### src/rtl/burst_pkg.sv
package burst_pkg;
  // ==========================================================
  // sizes
  localparam int NUM_REGS = 25;
  localparam int BUF_BYTES = 37;
  localparam int MAX_ADDR_BYTES = 5;
  localparam int PRE_STEP_BITS = 4;
  localparam int DUMMY_READ_BITS = 2;
  localparam int CFG_BITS = 16;
  // ==========================================================
  // register offsets
  localparam logic [6:0] REG_MODE = 7'h00;
  localparam logic [6:0] REG_DATA_FN = 7'h02;
  localparam logic [6:0] REG_PKT = 7'h05;
  localparam logic [6:0] REG_PREAMBLE = 7'h06;
  localparam logic [6:0] REG_ADDR_LEN = 7'h08;
  localparam logic [6:0] REG_DEST_ADDR = 7'h09;
  localparam logic [6:0] REG_LOCAL_ADDR = 7'h0E;
  localparam logic [6:0] REG_IRQ = 7'h17;
  // ==========================================================
  // field positions
  localparam int TX_MODE_BIT = 7;
  localparam int BURST_BIT = 6;
  localparam int SCRAMBLE_BIT = 4;
  localparam int CRC_EN_BIT = 3;
  localparam int CRC_KEEP_BIT = 0;
  localparam int READOUT_N_BIT = 7;
  localparam int INSERT_N_BIT = 6;
  localparam int DEST_SEL_BIT = 5;
  localparam int FIFO_LEN_LSB = 0;
  localparam int PRE_LEN_LSB = 0;
  localparam int ADDR_LEN_LSB = 0;
  localparam int IRQ_POL_BIT = 0;
  localparam int SCR_TAP_HI = 6;
  localparam int SCR_TAP_LO = 3;
  // ==========================================================
  // reset values
  localparam logic [NUM_REGS*8-1:0] CFG_RESET = {168'h0, 8'h87, 8'h78, 8'h03, 8'h28};
  localparam logic [6:0] SCR_SEED = 7'h7f;
  localparam logic [15:0] CRC_INIT = 16'hffff;
  localparam logic [15:0] CRC_POLY = 16'h1021;
  // ==========================================================
  // link states
  typedef enum logic [2:0] {
    LS_IDLE = 3'b000,
    LS_PRE = 3'b001,
    LS_DEST = 3'b010,
    LS_SEND = 3'b011,
    LS_PAY = 3'b100,
    LS_CRC = 3'b101
  } link_state_t;
endpackage

### src/rtl/bit_coder.sv
`timescale 1ns/1ps
`default_nettype none
module bit_coder (
  // clock and reset
  input wire logic clk_in,
  input wire logic reset_in,
  // control
  input wire logic init_in,
  input wire logic step_in,
  input wire logic scramble_en_in,
  input wire logic descramble_in,
  input wire logic crc_feed_in,
  // data
  input wire logic bit_in,
  output logic coded_out,
  output logic [15:0] crc_out
);
  import burst_pkg::*;

  typedef struct packed {
    logic [6:0] scr;
    logic [15:0] crc;
  } coder_state_t;

  coder_state_t state_r;
  coder_state_t state_nxt;
  logic feedback;
  logic plain;

  // ==========================================================
  // additive scrambler and crc
  always_comb begin
    state_nxt = state_r;
    feedback = state_r.scr[SCR_TAP_HI] ^ state_r.scr[SCR_TAP_LO];
    coded_out = scramble_en_in ? (bit_in ^ feedback) : bit_in;
    plain = descramble_in ? coded_out : bit_in;
    if (init_in) begin
      state_nxt.scr = SCR_SEED;
      state_nxt.crc = CRC_INIT;
    end else if (step_in) begin
      if (scramble_en_in) begin
        state_nxt.scr = {state_r.scr[5:0], feedback};
      end
      if (crc_feed_in) begin
        state_nxt.crc = {state_r.crc[14:0], 1'b0} ^
                        ((plain ^ state_r.crc[15]) ? CRC_POLY : 16'h0000);
      end
    end
  end

  always_ff @(posedge clk_in) begin
    if (reset_in) begin
      state_r <= '0;
    end else begin
      state_r <= state_nxt;
    end
  end

  assign crc_out = state_r.crc;
endmodule
`default_nettype wire

### src/rtl/burst_packet_engine.sv
`timescale 1ns/1ps
`default_nettype none
module burst_packet_engine (
  // clock and reset
  input wire logic clk_in,
  input wire logic reset_in,
  // host serial port
  input wire logic sclk_in,
  input wire logic cs_in,
  input wire logic serial_data_line_in,
  output logic serial_data_line_out,
  output logic serial_data_line_oe_n_out,
  // mode and interrupt
  input wire logic mode_in,
  output logic irq_out,
  // modem transmit side
  input wire logic tx_bit_strobe_in,
  output logic tx_bit_out,
  output logic tx_active_out,
  // modem receive side
  input wire logic rx_frame_in,
  input wire logic rx_bit_in,
  input wire logic rx_bit_strobe_in
);
  import burst_pkg::*;

  typedef struct packed {
    logic [1:0] sclk_s;
    logic [1:0] cs_s;
    logic [1:0] sdi_s;
    logic [1:0] mode_s;
    logic sclk_d;
    logic mode_d;
    logic [NUM_REGS-1:0][7:0] cfg;
    logic [BUF_BYTES-1:0][7:0] buf_q;
    logic [4:0] sp_cnt;
    logic [7:0] sp_sh;
    logic [6:0] sp_addr;
    logic sp_wr;
    logic [8:0] host_bits;
    logic sdo;
    logic irq;
    logic rx_full;
    link_state_t ls;
    logic tx_dir;
    logic tx_act;
    logic tx_bit;
    logic [8:0] cnt;
    logic [15:0] sh;
    logic [5:0] wp;
    logic addr_ok;
    logic rx_seen;
  } engine_state_t;

  engine_state_t state_r;
  engine_state_t state_nxt;

  // ==========================================================
  // field decoders
  function automatic logic [2:0] addr_len(input logic [7:0] v);
    logic [2:0] f;
    f = v[ADDR_LEN_LSB +: 3];
    if (f == 3'h0) begin
      addr_len = 3'h1;
    end else if (f > 3'(MAX_ADDR_BYTES)) begin
      addr_len = 3'(MAX_ADDR_BYTES);
    end else begin
      addr_len = f;
    end
  endfunction

  function automatic logic [5:0] fifo_len(input logic [7:0] v);
    fifo_len = 6'({1'b0, v[FIFO_LEN_LSB +: 5]}) + 6'h01;
  endfunction

  function automatic logic [4:0] pre_bits(input logic [7:0] v);
    pre_bits = 5'((int'(v[PRE_LEN_LSB +: 2]) + 1) * PRE_STEP_BITS);
  endfunction

  // ==========================================================
  // shared helpers
  logic sclk_rise, sclk_fall, cs_hi, sdi, mode_edge, burst, txm;
  logic scramble_enable, crc_en, crc_keep, dest_sel, insert_n, readout_n;
  logic [2:0] alen;
  logic [5:0] flen, host_bytes, b;
  logic [8:0] fbits, idx;
  logic [7:0] rd_byte, byte_nxt;
  logic step, last, done, good, raw, coded, coder_init, scr_act;
  logic [15:0] crc_calc, rx_crc;

  bit_coder coder (
    .clk_in(clk_in),
    .reset_in(reset_in),
    .init_in(coder_init),
    .step_in(step),
    .scramble_en_in(scr_act),
    .descramble_in(~state_r.tx_dir),
    .crc_feed_in(state_r.ls == LS_PAY),
    .bit_in(state_r.tx_dir ? raw : rx_bit_in),
    .coded_out(coded),
    .crc_out(crc_calc)
  );

  always_comb begin
    state_nxt = state_r;
    state_nxt.sclk_s = {state_r.sclk_s[0], sclk_in};
    state_nxt.cs_s = {state_r.cs_s[0], cs_in};
    state_nxt.sdi_s = {state_r.sdi_s[0], serial_data_line_in};
    state_nxt.mode_s = {state_r.mode_s[0], mode_in};
    state_nxt.sclk_d = state_r.sclk_s[1];
    state_nxt.mode_d = state_r.mode_s[1];
    sclk_rise = state_r.sclk_s[1] & ~state_r.sclk_d;
    sclk_fall = ~state_r.sclk_s[1] & state_r.sclk_d;
    cs_hi = state_r.cs_s[1];
    sdi = state_r.sdi_s[1];
    mode_edge = state_r.mode_s[1] ^ state_r.mode_d;
    burst = state_r.cfg[REG_DATA_FN][BURST_BIT];
    txm = state_r.cfg[REG_MODE][TX_MODE_BIT];
    scramble_enable = burst & state_r.cfg[REG_DATA_FN][SCRAMBLE_BIT];
    crc_en = state_r.cfg[REG_DATA_FN][CRC_EN_BIT];
    crc_keep = state_r.cfg[REG_DATA_FN][CRC_KEEP_BIT];
    dest_sel = state_r.cfg[REG_PKT][DEST_SEL_BIT];
    insert_n = state_r.cfg[REG_PKT][INSERT_N_BIT];
    readout_n = state_r.cfg[REG_PKT][READOUT_N_BIT];
    alen = addr_len(state_r.cfg[REG_ADDR_LEN]);
    flen = fifo_len(state_r.cfg[REG_PKT]);
    if (txm) begin
      host_bytes = (dest_sel ? 6'(alen) : 6'h00) + flen;
    end else begin
      host_bytes = (readout_n ? 6'h00 : 6'(alen)) + flen;
    end
    rd_byte = (state_r.sp_addr < 7'(NUM_REGS)) ? state_r.cfg[state_r.sp_addr] : 8'h00;
    // data bit shown after the current fall
    idx = state_r.host_bits + 9'h001 - 9'(DUMMY_READ_BITS);
    coder_init = 1'b0;
    done = 1'b0;
    byte_nxt = 8'h00;

    // ==========================================================
    // configuration transfer, select high
    if (!cs_hi) begin
      state_nxt.sp_cnt = 5'h00;
    end else if (sclk_rise && state_r.sp_cnt != 5'(CFG_BITS)) begin
      state_nxt.sp_sh = {state_r.sp_sh[6:0], sdi};
      state_nxt.sp_cnt = state_r.sp_cnt + 5'h01;
      if (state_r.sp_cnt == 5'h07) begin
        state_nxt.sp_wr = state_nxt.sp_sh[7];
        state_nxt.sp_addr = state_nxt.sp_sh[6:0];
      end
      if (state_r.sp_cnt == 5'h0f && state_r.sp_wr && state_r.sp_addr < 7'(NUM_REGS)) begin
        state_nxt.cfg[state_r.sp_addr] = state_nxt.sp_sh;
      end
    end else if (sclk_fall && !state_r.sp_wr && state_r.sp_cnt[4:3] == 2'b01) begin
      state_nxt.sdo = rd_byte[~state_r.sp_cnt[2:0]];
    end

    // ==========================================================
    // fifo transfer, select low, burst only
    if (cs_hi || mode_edge) begin
      state_nxt.host_bits = 9'h000;
    end else if (burst && txm && sclk_rise && state_r.host_bits != 9'h1ff) begin
      state_nxt.sp_sh = {state_r.sp_sh[6:0], sdi};
      state_nxt.host_bits = state_r.host_bits + 9'h001;
      if (state_r.host_bits[2:0] == 3'h7 && state_r.host_bits[8:3] < host_bytes) begin
        state_nxt.buf_q[state_r.host_bits[8:3]] = state_nxt.sp_sh;
      end
    end else if (burst && !txm && sclk_fall && state_r.rx_full) begin
      state_nxt.host_bits = state_r.host_bits + 9'h001;
      if (state_r.host_bits < 9'(DUMMY_READ_BITS - 1)) begin
        state_nxt.sdo = 1'b0;
      end else if (idx == {host_bytes, 3'h0}) begin
        // last bit taken, trailing dummies see a released line
        state_nxt.sdo = 1'b0;
        state_nxt.rx_full = 1'b0;
      end else begin
        state_nxt.sdo = state_r.buf_q[idx[8:3]][~idx[2:0]];
        if (idx == {host_bytes - 6'h01, 3'h0}) begin
          state_nxt.irq = 1'b0;
        end
      end
    end else if (burst && !txm && state_r.host_bits == 9'h000) begin
      // first dummy stands before any falling edge
      state_nxt.sdo = 1'b0;
    end
    if (mode_edge) begin
      state_nxt.irq = 1'b0;
    end

    // ==========================================================
    // link framing
    b = state_r.cnt[8:3];
    step = (state_r.ls != LS_IDLE) &&
           (state_r.tx_dir ? tx_bit_strobe_in : rx_bit_strobe_in);
    scr_act = scramble_enable && state_r.ls != LS_IDLE && state_r.ls != LS_PRE;
    case (state_r.ls)
      LS_PRE: begin
        fbits = 9'(pre_bits(state_r.cfg[REG_PREAMBLE]));
        raw = ~state_r.cnt[0];
      end
      LS_DEST: begin
        fbits = 9'({alen, 3'h0});
        if (dest_sel) begin
          raw = state_r.buf_q[b][~state_r.cnt[2:0]];
        end else begin
          raw = state_r.cfg[int'(REG_DEST_ADDR) + int'(alen) - 1 - int'(b)][~state_r.cnt[2:0]];
        end
      end
      LS_SEND: begin
        fbits = 9'({alen, 3'h0});
        raw = state_r.cfg[int'(REG_LOCAL_ADDR) + int'(alen) - 1 - int'(b)][~state_r.cnt[2:0]];
      end
      LS_PAY: begin
        fbits = 9'({flen, 3'h0});
        raw = state_r.buf_q[(dest_sel ? 6'(alen) : 6'h00) + b][~state_r.cnt[2:0]];
      end
      LS_CRC: begin
        fbits = 9'h010;
        raw = crc_calc[~state_r.cnt[3:0]];
      end
      default: begin
        fbits = 9'h001;
        raw = 1'b0;
      end
    endcase
    last = state_r.cnt == fbits - 9'h001;
    rx_crc = {state_r.sh[14:0], coded};
    good = !crc_en || rx_crc == crc_calc;
    state_nxt.tx_bit = state_r.tx_act ? coded : 1'b0;

    if (state_r.ls == LS_IDLE && burst) begin
      if (txm && !state_r.mode_s[1] && state_r.mode_d) begin
        state_nxt.ls = LS_PRE;
        state_nxt.tx_dir = 1'b1;
        state_nxt.tx_act = 1'b1;
        state_nxt.cnt = 9'h000;
      end else if (!txm && state_r.mode_s[1] && !state_r.rx_full && rx_frame_in &&
                   !state_r.rx_seen) begin
        state_nxt.ls = LS_PRE;
        state_nxt.rx_seen = 1'b1;
        state_nxt.tx_dir = 1'b0;
        state_nxt.cnt = 9'h000;
        state_nxt.wp = 6'h00;
        state_nxt.addr_ok = 1'b1;
      end
    end else if (step) begin
      state_nxt.cnt = last ? 9'h000 : state_r.cnt + 9'h001;
      byte_nxt = {state_r.sh[6:0], coded};
      state_nxt.sh = {state_r.sh[14:0], coded};
      if (!state_r.tx_dir) begin
        if (state_r.ls == LS_DEST && coded !=
            state_r.cfg[int'(REG_LOCAL_ADDR) + int'(alen) - 1 - int'(b)][~state_r.cnt[2:0]]) begin
          state_nxt.addr_ok = 1'b0;
        end
        if (state_r.cnt[2:0] == 3'h7 && (state_r.ls == LS_PAY ||
            (state_r.ls == LS_SEND && !readout_n))) begin
          state_nxt.buf_q[state_r.wp] = byte_nxt;
          state_nxt.wp = state_r.wp + 6'h01;
        end
      end
      if (last) begin
        case (state_r.ls)
          LS_PRE: begin
            state_nxt.ls = LS_DEST;
            coder_init = 1'b1;
          end
          LS_DEST: begin
            if (!state_r.tx_dir && !state_nxt.addr_ok) begin
              state_nxt.ls = LS_IDLE;
            end else begin
              state_nxt.ls = insert_n ? LS_PAY : LS_SEND;
            end
          end
          LS_SEND: state_nxt.ls = LS_PAY;
          LS_PAY: begin
            state_nxt.ls = crc_en ? LS_CRC : LS_IDLE;
            done = !crc_en;
          end
          default: begin
            state_nxt.ls = LS_IDLE;
            done = 1'b1;
          end
        endcase
      end
    end

    // one reception per frame; a cut frame returns to idle
    if (!rx_frame_in) begin
      state_nxt.rx_seen = 1'b0;
      if (!state_nxt.tx_dir) begin
        state_nxt.ls = LS_IDLE;
      end
    end

    if (done) begin
      state_nxt.host_bits = 9'h000;
      if (state_r.tx_dir) begin
        state_nxt.irq = 1'b1;
        state_nxt.tx_act = 1'b0;
      end else if (good) begin
        state_nxt.rx_full = 1'b1;
        state_nxt.irq = 1'b1;
      end else if (crc_keep) begin
        state_nxt.rx_full = 1'b1;
      end
    end
  end

  always_ff @(posedge clk_in) begin
    if (reset_in) begin
      state_r <= '0;
      state_r.cfg <= CFG_RESET;
    end else begin
      state_r <= state_nxt;
    end
  end

  // ==========================================================
  // outputs
  assign serial_data_line_out = state_r.sdo;
  assign serial_data_line_oe_n_out = ~((state_r.cs_s[1] && !state_r.sp_wr &&
      state_r.sp_cnt[4:3] == 2'b01) || (!state_r.cs_s[1] && burst && !txm && state_r.rx_full));
  assign irq_out = state_r.cfg[REG_IRQ][IRQ_POL_BIT] ? state_r.irq : ~state_r.irq;
  assign tx_bit_out = state_r.tx_bit;
  assign tx_active_out = state_r.tx_act;
endmodule
`default_nettype wire

### config.mk
export PLATFORM = sky130hd
export DESIGN_NAME = burst_packet_engine
export DESIGN_NICKNAME = d
export VERILOG_FILES = /design/src/rtl/burst_pkg.sv /design/src/rtl/bit_coder.sv /design/src/rtl/burst_packet_engine.sv
export SDC_FILE = /design/constraint.sdc
export NUM_CORES = 2
export LEC_CHECK = 0
export BUFFER_PORTS_ARGS = -buffer_cell sky130_fd_sc_hd__buf_2
export CORE_AREA = 8 8 376 342
export DETAILED_ROUTE_END_ITERATION = 10
export DIE_AREA = 0 0 384 350
export PLACE_DENSITY_LB_ADDON = 0.1
export SYNTH_ARGS = -nofsm -noshare
export SYNTH_HDL_FRONTEND = slang
export SYNTH_SLANG_ARGS = --single-unit
### constraint.sdc
create_clock -name clk_in -period 8.79 [get_ports clk_in]
set_clock_uncertainty 0.1 [all_clocks]
set_input_delay 2.1975 -clock clk_in [delete_from_list [all_inputs] [get_ports clk_in]]
set_output_delay 2.1975 -clock clk_in [all_outputs]
set_load 0.01 [all_outputs]
==> flow_metrics.tcl <==
set metrics [dict create \
    synth_top_area_share_pct 29.1 \
    yosys_warnings 0 \
    clockBufferDepth 3 \
    cts-buffers-inserted 76 \
    r2r-end "state_r[104]$_SDFF_PP0_" \
    hold_viol 0 \
    die_x_um 384 \
    rrSetupSlack_ns 1.24 \
    start_util_pct 33.8 \
    clock_sinks 599 \
    async_flop_share_pct 0 \
    gp_congestion 0.957 \
    die_h_um 350 \
    post_cts_resized 0 \
    ioPinCount 15 \
    slew_viol_final 0 \
    first_iter_violations 4842 \
    worst_slew_pin_slew_ns 1.35 \
    core_area_um2 122000 \
    drive_gt1_share_pct 15.5 \
    drt_first_pass_iters 6 \
    cts_root_buf "clkbuf_16" \
    crit_path_start_kind "flip-flop" \
    cts.clk_slew.worst_paths_ns 0.06 \
    power.total_mw 5.97 \
    dp_hpwl_um 128000 \
    fin_nets 4469 \
    r2r_start "b[0]$_SDFFE_PP0P_" \
    fin_crit_sh_pct 85.9 \
    die_area_um2 134000 \
    multi_input_area_um2 27400 \
    area_delta_synth_final_pct 9.66 \
    clk_latency_ns 0.69 \
    synthTopCellsByArea "dfxtp_1 (29%), mux4_2 (17%), mux2i_1 (9.7%)" \
    final_util_pct 37.0 \
    finalCriticalPeriod_ns 7.55 \
    postRouteAntennaNets 0 \
    syn_area_per_cell_um2 8.84 \
    grtUsageTotal_pct 27.5 \
    p_per_area_nw_per_um2 132 \
    ys_types 99 \
    holdBufCountCts 0 \
    wire_per_inst_um 31.5 \
    yosysTopAreaCell "dfxtp_1" \
    grt_pass1_vias 36400 \
    ir_drop_uv 124 \
    timing.setup.tns_ns 0 \
    fin_cells 6088 \
    maxCapViolations 0 \
    arrival_ns 8.03 \
    drt_wl_total_um 192000 \
    holdCritStartpoint "state_nxt[573]$_SDFF_PP0_" \
    vias_per_cell 6.47 \
    num_antenna_cells 0 \
    rows 122 \
    p_leak_nw 14.6 \
    rsz0062_at_grt "no" \
    drc 0 \
    synth_cells 4662 \
    report.final.setup_viol 0 \
    cts-htree-levels 3 \
    cts_tree "done" \
    post_cts_buffers 0 \
    vias 39400 \
    synth_seq_area_share_pct 29.1 \
    nFillCells 12300 \
    outcome "finished, final reports clean" \
    fmax_mhz 132 \
    grt_max_degree 181 \
    whs_path_depth 1 \
    antenna_found_initial 3 \
    grt_pass1_wl_um 276000 \
    path_class "flip-flop to flip-flop" \
    hold_path_class "flip-flop to flip-flop" \
    synth_fp_nets 4712 \
    critical_path_required_ns 9.26 \
    ys.flop_type "dfxtp_1" \
    portBuffers 14 \
    path_max_fanout 41 \
    synth_seq_cells 599 \
    syn_area_um2 41200 \
    place_inst 5953 \
    overflow 0 \
    relSlewSlack_pct 10.0 \
    critPathCaptureType "flip-flop" \
    worstRegToRegCells 15 \
    synth_edf_count 0 \
    worstHoldEndpoint "sdi$_SDFF_PP0_" \
    seqCellArea_um2 12100 \
]
-- final cells by class --
cell class              instances  share of cell area [%]
multi-input cells            3560                    60.7
flip-flops and latches        599                    26.7
clock buffers                 113                    5.04
well taps                    1612                    4.46
repair buffers                143                    2.43
clock inverters                22                   0.385
inverters                      39                   0.324
-- state kept, by name, summed over array words and instances, names as in the netlist, 6 cells and up --
| register | flops |
|---|---|
| coder.state_r | 7 |
| b | 6 |
| state_nxt | 6 |
| state_r | 538 |
| rx_crc | 15 |
| coder.crc_out | 16 |
-- worst max-delay path: stages, from the launching register on --
cell	delay, ns
dfxtp_4	0.88
buf_4	0.54
buf_4	0.46
mux4_2	0.56
a2111oi_0	0.71
nor4b_1	0.13
a221oi_1	1.14
o21ai_0	0.63
nand2_1	0.29
a211oi_1	0.15
a2111oi_2	0.36
nor2_1	0.18
nor2_4	0.17
buf_4	0.61
nor2_1	0.11
a311oi_1	0.28
-- per-stage QoR --
stage | instance area (um^2) | setup WS (ns) | hold WS (ns)
6_report | 45200 | 1.24 | 0.330
5_1_grt | 45200 | 1.23 | 0.344
4_1_cts | 45200 | 1.72 | 0.336
3_5_place_dp | 42700 | 1.76 | 0.335
3_3_place_gp | 42700 | 1.81 | 0.329
2_1_floorplan | 41200 | 3.33 | 0.314
-- worst max path at each step --
stage | from | endpoint | slack (ns) | depth (start not counted)
4_1_cts | state_r[433]$_SDFFE_PP0P_ | state_r[104]$_SDFF_PP0_ | 1.72 | 18
2_1_floorplan | state_r[433]$_SDFFE_PP0P_ | state_r[1]$_SDFFE_PP0P_ | 3.33 | 21
3_5_place_dp | state_r[433]$_SDFFE_PP0P_ | state_r[88]$_SDFF_PP0_ | 1.76 | 18
5_1_grt | state_r[433]$_SDFFE_PP0P_ | state_r[176]$_SDFF_PP0_ | 1.23 | 18
3_3_place_gp | state_r[433]$_SDFFE_PP0P_ | state_r[96]$_SDFF_PP0_ | 1.81 | 18
6_report | b[0]$_SDFFE_PP0P_ | state_r[104]$_SDFF_PP0_ | 1.24 | 15
-- Yosys cell counts (63+ instances only) --
master,number
mux4_2,313
a311oi_1,265
o22ai_1,66
a21oi_1,128
nor2_1,662
mux2i_1,399
a211oi_1,74
dfxtp_1,599
nand2_1,563
clkbuf_1,358
nand3_1,338
xnor2_1,63
o21ai_0,74
-- logic make-up (layout without fill, tap and decap cells) --
logic type,count (synthesis),after routing,share of synthesized area [%]
compound gates,866,866,15.7
simple gates,1820,1820,19.3
xor+xnor,89,89,2.02
mux,745,745,27.7
fa+ha+maj,40,40,1.29
flops,599,599,29.1
buf+inv,503,317,4.93
-- cell usage in the layout, fill, tap and decap left out, types with 34 or more instances in the layout --
cell type  count
mux2i_1      397
xnor2_1       57
a311oi_1     265
o22ai_1       66
mux4_2       313
buf_4        125
a31oi_1       36
o21ai_0       74
nand2_1      563
a21oi_1      128
dfxtp_1      578
nor2b_1       37
a211oi_1      74
nor2_1       651
ha_1          35
nor3_1        46
inv_1         34
nand3_1      338
clkbuf_16     80
-- layer usage --
layer / up-vias / routed length, um / GRT usage [%]
li1: 17100 / - / -
met1: 19800 / 82200 / 38.1
met2: 2146 / 83100 / 41.4
met3: 408 / 16400 / 5.34
met4: 0 / 10300 / 12.7
met5: - / 0 / 0
-- where the power goes --
| part | internal, mW | switching [mW] |
|---|---|---|
| combinational | 0.0158 | 0.0758 |
| clock | 1.82 | 1.34 |
| sequential | 2.71 | 0.00523 |
Note: power is estimated with default switching activity, not from simulation.
